`src/rtl/ipb_params.svh`:
```
// constants for the interrupt priority bank
`ifndef IPB_PARAMS_SVH
`define IPB_PARAMS_SVH
`define IPB_NUM_REGS 7
`define IPB_OFF_CAN1_SPI2 12'h000
`define IPB_OFF_CAPT_DMA3 12'h004
`define IPB_OFF_CMP_CAPT6 12'h008
`define IPB_OFF_TMR6_CMP8 12'h00C
`define IPB_OFF_TMR_I2C2 12'h010
`define IPB_OFF_CAN2_EXT 12'h014
`define IPB_OFF_AUD_CAN2 12'h018
`define IPB_PRIO_RST 3'h4
`define IPB_PRIO_OFF 3'h0
`define IPB_PRIO_MIN 3'h1
`define IPB_PRIO_MAX 3'h7
`define IPB_MASK_FULL 4'hF
`define IPB_MASK_REG11 4'hD
`define IPB_MASK_REG14 4'h9
`define IPB_GAP_BITS 16'h8888
`define IPB_HI_FIELD 12
`define IPB_LO_FIELD 0
`endif

```
`src/rtl/ipb_pkg.sv`:
```
// types shared by the interrupt priority bank
package ipb_pkg;
  typedef logic [2:0] ipb_prio_type;
  typedef logic [15:0] ipb_word_type;
  typedef enum logic [0:0] {
    IPB_IDLE = 1'b0,
    IPB_RESP = 1'b1
  } ipb_apb_state_type;
endpackage : ipb_pkg

```
`src/rtl/ipb_reg_if.sv`:
```
// link between the bus side and one priority register
`timescale 1ns/1ps
interface ipb_reg_if;
  wire logic [1:0] wr_be;
  wire logic [15:0] wr_data;
  wire logic [15:0] rd_data;
  wire logic [3:0][2:0] prio;
  wire logic [3:0] en;
  modport bank (output wr_be, output wr_data, input rd_data, input prio, input en);
  modport regs (input wr_be, input wr_data, output rd_data, output prio, output en);
endinterface : ipb_reg_if
```
`src/rtl/ipb_bank.sv`:
```
// interrupt priority bank with an APB register port
//
// Overview of operation
// - field value is the priority in binary; 111 gives priority seven, highest.
// - field value 001 gives the lowest enabled priority, one.
// - field value 000 disables the source entirely.
// - power-on reset loads 100 into every implemented field.
// - implemented fields are read/write; reads return the last value written.
// - fields sit at bits 14:12, 10:8, 6:4, 2:0; bits 15, 11, 7, 3 unused.
// - unimplemented bits read zero; writes to them do nothing.
// - register fourteen implements only bits 14:12 and 2:0.
// - register eleven low byte implements only bits 2:0.
// - any reset returns every source in the bank to priority four.
//
// Register access over APB and the address map were chosen for this implementation.
`timescale 1ns/1ps
`include "ipb_params.svh"
module ipb_bank
  import ipb_pkg::*;
#(
  parameter int ADDR_W = 12
)(
  // clock and reset
  input wire logic mclk,
  input wire logic arst_n,
  // APB slave
  input wire logic psel,
  input wire logic penable,
  input wire logic pwrite,
  input wire logic [ADDR_W-1:0] paddr,
  input wire logic [31:0] pwdata,
  input wire logic [3:0] pstrb,
  output logic [31:0] prdata,
  output logic pready,
  output logic pslverr,
  // priorities, register can1_spi2_priority
  output logic [2:0] can1_event_prio,
  output logic [2:0] can1_rx_ready_prio,
  output logic [2:0] spi2_event_prio,
  output logic [2:0] spi2_error_prio,
  // priorities, register capture_dma3_priority
  output logic [2:0] capture5_prio,
  output logic [2:0] capture4_prio,
  output logic [2:0] capture3_prio,
  output logic [2:0] dma_ch3_done_prio,
  // priorities, register compare_capture6_priority
  output logic [2:0] compare7_prio,
  output logic [2:0] compare6_prio,
  output logic [2:0] compare5_prio,
  output logic [2:0] capture6_prio,
  // priorities, register timer6_dma4_compare8_priority
  output logic [2:0] timer6_prio,
  output logic [2:0] dma_ch4_done_prio,
  output logic [2:0] compare8_prio,
  // priorities, register timer_i2c2_priority
  output logic [2:0] timer8_prio,
  output logic [2:0] i2c2_master_prio,
  output logic [2:0] i2c2_slave_prio,
  output logic [2:0] timer7_prio,
  // priorities, register can2rx_extint_timer9_priority
  output logic [2:0] can2_rx_ready_prio,
  output logic [2:0] ext_irq4_prio,
  output logic [2:0] ext_irq3_prio,
  output logic [2:0] timer9_prio,
  // priorities, register audio_err_can2_priority
  output logic [2:0] audio_if_error_prio,
  output logic [2:0] can2_event_prio,
  // per-source enable, high while the field is not zero
  output logic [24:0] src_enable
);

  localparam logic [3:0] REG_MASK [`IPB_NUM_REGS] = '{
    `IPB_MASK_FULL, `IPB_MASK_FULL, `IPB_MASK_FULL, `IPB_MASK_REG11,
    `IPB_MASK_FULL, `IPB_MASK_FULL, `IPB_MASK_REG14
  };

  // widen a field mask to the bits that fields occupy
  function automatic ipb_word_type ipb_expand(input logic [3:0] m);
    ipb_word_type w;
    w = '0;
    for (int i = 0; i < 4; i++)
    begin
      w[i * 4 +: 3] = {3{m[i]}};
    end
    return w;
  endfunction : ipb_expand

  ipb_apb_state_type state;
  logic [2:0] idx_q;
  logic hit_q;
  logic [2:0] next_idx;
  logic next_hit;
  logic commit;
  logic take;
  logic boot_q;
  ipb_word_type rd_bus [`IPB_NUM_REGS];
  ipb_word_type rd_sel;
  ipb_word_type rd_cur;

  // address decode; one aligned word per register
  always_comb
  begin
    next_idx = 3'h0;
    next_hit = 1'b1;
    case (paddr)
      `IPB_OFF_CAN1_SPI2: next_idx = 3'h0;
      `IPB_OFF_CAPT_DMA3: next_idx = 3'h1;
      `IPB_OFF_CMP_CAPT6: next_idx = 3'h2;
      `IPB_OFF_TMR6_CMP8: next_idx = 3'h3;
      `IPB_OFF_TMR_I2C2: next_idx = 3'h4;
      `IPB_OFF_CAN2_EXT: next_idx = 3'h5;
      `IPB_OFF_AUD_CAN2: next_idx = 3'h6;
      default: next_hit = 1'b0;
    endcase
  end

  assign take = (state == IPB_IDLE) && psel && penable;
  // writes land on the edge where the master sees pready
  assign commit = (state == IPB_RESP) && psel && penable && pwrite && hit_q;
  assign rd_sel = rd_bus[next_idx];
  assign rd_cur = rd_bus[idx_q];

  // bus handshake: one wait cycle, then a one-cycle pready
  always_ff @(posedge mclk or negedge arst_n)
  begin
    if (!arst_n)
    begin
      state <= IPB_IDLE;
      pready <= 1'b0;
    end
    else
    begin
      case (state)
        IPB_IDLE:
        begin
          if (take)
          begin
            state <= IPB_RESP;
            pready <= 1'b1;
          end
        end
        IPB_RESP:
        begin
          state <= IPB_IDLE;
          pready <= 1'b0;
        end
        default:
        begin
          state <= IPB_IDLE;
          pready <= 1'b0;
        end
      endcase
    end
  end

  // latch decode and answer
  always_ff @(posedge mclk or negedge arst_n)
  begin
    if (!arst_n)
    begin
      idx_q <= 3'h0;
      hit_q <= 1'b0;
      prdata <= 32'h0000_0000;
      pslverr <= 1'b0;
    end
    else if (take)
    begin
      idx_q <= next_idx;
      hit_q <= next_hit;
      pslverr <= !next_hit;
      prdata <= (next_hit && !pwrite) ? {16'h0000, rd_sel} : 32'h0000_0000;
    end
    else
    begin
      pslverr <= 1'b0;
    end
  end

  // marks the first cycle after reset release
  always_ff @(posedge mclk or negedge arst_n)
  begin
    if (!arst_n)
    begin
      boot_q <= 1'b1;
    end
    else
    begin
      boot_q <= 1'b0;
    end
  end

  genvar r;
  generate
    for (r = 0; r < `IPB_NUM_REGS; r++)
    begin : g_reg
      ipb_reg_if rif();
      assign rif.wr_be = (commit && idx_q == 3'(r)) ? pstrb[1:0] : 2'b00;
      assign rif.wr_data = pwdata[15:0];
      assign rd_bus[r] = rif.rd_data;
      ipb_prio_reg #(
        .IMPL(REG_MASK[r])
      ) u_reg (
        .mclk(mclk),
        .arst_n(arst_n),
        .rif(rif)
      );
    end
  endgenerate

  // field values go straight from the field flops to the priority outputs
  assign can1_event_prio = g_reg[0].rif.prio[3];
  assign can1_rx_ready_prio = g_reg[0].rif.prio[2];
  assign spi2_event_prio = g_reg[0].rif.prio[1];
  assign spi2_error_prio = g_reg[0].rif.prio[0];
  assign capture5_prio = g_reg[1].rif.prio[3];
  assign capture4_prio = g_reg[1].rif.prio[2];
  assign capture3_prio = g_reg[1].rif.prio[1];
  assign dma_ch3_done_prio = g_reg[1].rif.prio[0];
  assign compare7_prio = g_reg[2].rif.prio[3];
  assign compare6_prio = g_reg[2].rif.prio[2];
  assign compare5_prio = g_reg[2].rif.prio[1];
  assign capture6_prio = g_reg[2].rif.prio[0];
  assign timer6_prio = g_reg[3].rif.prio[3];
  assign dma_ch4_done_prio = g_reg[3].rif.prio[2];
  assign compare8_prio = g_reg[3].rif.prio[0];
  assign timer8_prio = g_reg[4].rif.prio[3];
  assign i2c2_master_prio = g_reg[4].rif.prio[2];
  assign i2c2_slave_prio = g_reg[4].rif.prio[1];
  assign timer7_prio = g_reg[4].rif.prio[0];
  assign can2_rx_ready_prio = g_reg[5].rif.prio[3];
  assign ext_irq4_prio = g_reg[5].rif.prio[2];
  assign ext_irq3_prio = g_reg[5].rif.prio[1];
  assign timer9_prio = g_reg[5].rif.prio[0];
  assign audio_if_error_prio = g_reg[6].rif.prio[3];
  assign can2_event_prio = g_reg[6].rif.prio[0];

  // zero-priority sources never request
  assign src_enable = {
    g_reg[0].rif.en,
    g_reg[1].rif.en,
    g_reg[2].rif.en,
    g_reg[3].rif.en[3:2],
    g_reg[3].rif.en[0],
    g_reg[4].rif.en,
    g_reg[5].rif.en,
    g_reg[6].rif.en[3],
    g_reg[6].rif.en[0]
  };
endmodule : ipb_bank

```
`src/rtl/ipb_prio_reg.sv`:
```
// one 16-bit register of four 3-bit priority fields
`timescale 1ns/1ps
`include "ipb_params.svh"
module ipb_prio_reg
  import ipb_pkg::*;
#(
  parameter logic [3:0] IMPL = `IPB_MASK_FULL
)(
  // clock and reset
  input wire logic mclk,
  input wire logic arst_n,
  // bank side
  ipb_reg_if.regs rif
);
  genvar k;
  generate
    for (k = 0; k < 4; k++)
    begin : g_fld
      if (IMPL[k])
      begin : g_impl
        ipb_prio_type fld;
        logic en;
        always_ff @(posedge mclk or negedge arst_n)
        begin
          if (!arst_n)
          begin
            fld <= `IPB_PRIO_RST;
            en <= 1'b1;
          end
          else if (rif.wr_be[k / 2])
          begin
            fld <= rif.wr_data[k * 4 +: 3];
            en <= |rif.wr_data[k * 4 +: 3];
          end
        end
        assign rif.prio[k] = fld;
        assign rif.en[k] = en;
        assign rif.rd_data[k * 4 +: 4] = {1'b0, fld};

      end
      else
      begin : g_none
        assign rif.prio[k] = `IPB_PRIO_OFF;
        assign rif.en[k] = 1'b0;
        assign rif.rd_data[k * 4 +: 4] = 4'h0;
      end
    end
  endgenerate
endmodule : ipb_prio_reg

```
`config.mk`:
```
export PLATFORM = sky130hd
export DESIGN_NAME = ipb_bank
export DESIGN_NICKNAME = d
export VERILOG_FILES = /design/src/rtl/ipb_pkg.sv /design/src/rtl/ipb_reg_if.sv /design/src/rtl/ipb_bank.sv /design/src/rtl/ipb_prio_reg.sv
export VERILOG_INCLUDE_DIRS = /design/src /design/src/rtl
export SDC_FILE = /design/constraint.sdc
export NUM_CORES = 1
export LEC_CHECK = 0
export BUFFER_PORTS_ARGS = -buffer_cell sky130_fd_sc_hd__buf_2
export CORE_AREA = 2 2 153 125
export DETAILED_ROUTE_END_ITERATION = 8
export DIE_AREA = 0 0 155 127
export SYNTH_ARGS = -nofsm -noshare
export SYNTH_HDL_FRONTEND = slang
export SYNTH_HIERARCHICAL = 1
export SYNTH_SLANG_ARGS = --single-unit
```
`constraint.sdc`:
```
create_clock -name mclk -period 2.4 [get_ports mclk]
set_input_delay 0.72 -clock mclk [delete_from_list [all_inputs] [get_ports mclk]]
set_output_delay 0.72 -clock mclk [all_outputs]
set_load 0.1 [all_outputs]
```
==> results_dict.tcl <==
set metrics [dict create \
    drt_iter0_drc 275 \
    avgSynthCellArea_um2 10.78 \
    report.final.slew_viol_count 0 \
    status "completed" \
    stdcell_area_mm2 0.008371 \
    cts_sinks 123 \
    grt-ovfl-total 0 \
    detail-route-antenna-nets 0 \
    post_cts_buffers 0 \
    ys.warnings.count 6 \
    drive_gt1_share_pct 48.85 \
    cts_hold_buffers 0 \
    arrival_ps 1420 \
    rows 44 \
    cts_root_buf "clkbuf_16" \
    hpwl_mm 12.82 \
    wirelength_mm 17.90 \
    crit_family "flip-flops" \
    critPathBufInv 1 \
    synth_cells 686 \
    cp_max_fo 3 \
    skew_ps 8.075 \
    grt_first_pass_wirelength_mm 28.69 \
    clock_latency_ps 430 \
    drc 0 \
    place_area_mm2 0.007774 \
    portBuffers 148 \
    crit_path_start_kind "register" \
    fin_nets 826 \
    io_pins 187 \
    crit_type "reg2out" \
    grt_pass1_vias 4899 \
    multi_input_area_mm2 0.002998 \
    min_period_ps 2139 \
    setup_viol 0 \
    wl_per_cell_um 17.62 \
    max_freq_mhz 467.5 \
    die_w_um 155 \
    htreeDepth 4 \
    crit_cells 1 \
    dp_cells 984 \
    rsz0062_at_grt "false" \
    routabilityCongestion 0.7709 \
    first_pass_iters 4 \
    cts_tree "done" \
    numCtsBuffers 17 \
    area_growth_syn_to_layout_pct 13.20 \
    nFillCells 1674 \
    n_antenna_cell 0 \
    mostFrequentLayoutCells "147 x buf_2, 73 x dfrtp_1, 66 x mux2_4" \
    cp.required_ps 1680 \
    leakagePower_nw 4.125 \
    vias_per_cell 4.839 \
    num_vias 4916 \
    hold_viol 0 \
    vdd_drop_max_mv 0.4559 \
    slowest_delay_ps 560 \
    grt_usage_pct 19.13 \
    maxCapViolations 0 \
    reg2reg_depth 5 \
    final-seq-area_mm2 0.003141 \
    grt_start_max_net_pins 49 \
    max_slew_margin_pct 65.72 \
    initial_core_util_pct 41.08 \
    synth_area_mm2 0.007395 \
    critical_path.cell_chain "buf_2" \
    final_common_cell "buf_2" \
    cts_resized 0 \
    core-area_mm2 0.01800 \
    antenna_found_initial 0 \
    die_area_mm2 0.01969 \
    fin_tns_setup_ps 0 \
    critPathCaptureType "primary output" \
    slowest_stage "dfstp_2" \
    fin_cells 1016 \
    dieHeight_um 127 \
    period_share_pct 89.14 \
    hold_path.class "in2async" \
    tightestPinTransition_ps 517.8 \
    power_density_mw_per_mm2 601.4 \
    clk_pin_slew_ps 60 \
    clk_path_buf_depth 2 \
]
state kept, by name, indices dropped and copies added, names as in the netlist:
signal / cells
g.u_reg/g_fld.g_impl.en: 25
g.u_reg/g_fld.g_impl.fld: 75
hit_q: 1
idx_q: 3
prdata: 16
pready: 1
pslverr: 1
state: 1
routing by layer:
metal,track usage [%],vias to the layer above,share of wire (%)
met5,0,-,0
met4,6.264,0,1.6
met3,4.240,24,5.2
met2,28.21,146,44
met1,27.89,2393,49
li1,-,2353,-
metrics by stage:
step / power [mW] / util [%] / hold slack (ps) / worst slack [ps]
final: 5.034 / 46.50 / 244.5 / 260.7
after detailed placement: 2.499 / 43.18 / 435.3 / -51.08
after global placement: 2.497 / 43.18 / 436.1 / -38.41
after floorplan: 2.411 / - / 418.0 / 136.3
after CTS: 5.091 / 46.50 / 232.5 / 243.6
after global routing: 5.235 / 46.50 / 250.9 / 205.6
report_power, final:
group          internal, mW  total (mW)  switching (mW)
Clock                  1.59        2.57           0.980
Sequential             2.08        2.09         0.00217
Combinational        0.0771       0.379           0.302
Total                  3.75        5.03            1.28
worst register-to-register path: stages (launching register included):
cell,delay (ps)
dfrtp_1,380
or2_1,250
or4_1,580
buf_4,220
a21o_1,180
o31ai_2,160
worst paths after layout:
check / from / end / slack (ps)
worst min-delay path: arst_n / g_reg[6].u_reg/g_fld[0].g_impl.fld[0] / 240
worst min register to register: state / pready / 440
min in group mclk: state / pready / 440
worst max-delay path: g_reg[0].u_reg/g_fld[3].g_impl.fld[2] / can1_event_prio[2] / 260
max in group asynchronous: arst_n / g_reg[4].u_reg/g_fld[1].g_impl.fld[2] / 1500
worst max register to register: state / prdata[14] / 540
cell type report:
type / count / share of cell area [%]
clock buffer: 20 / 5.456
inverter: 17 / 0.7623
tap: 230 / 3.438
sequential: 123 / 37.52
clock inverter: 12 / 1.674
multi-input combinational: 404 / 35.81
timing repair buffer: 210 / 15.34
Note: power is estimated with default switching activity, not from simulation.
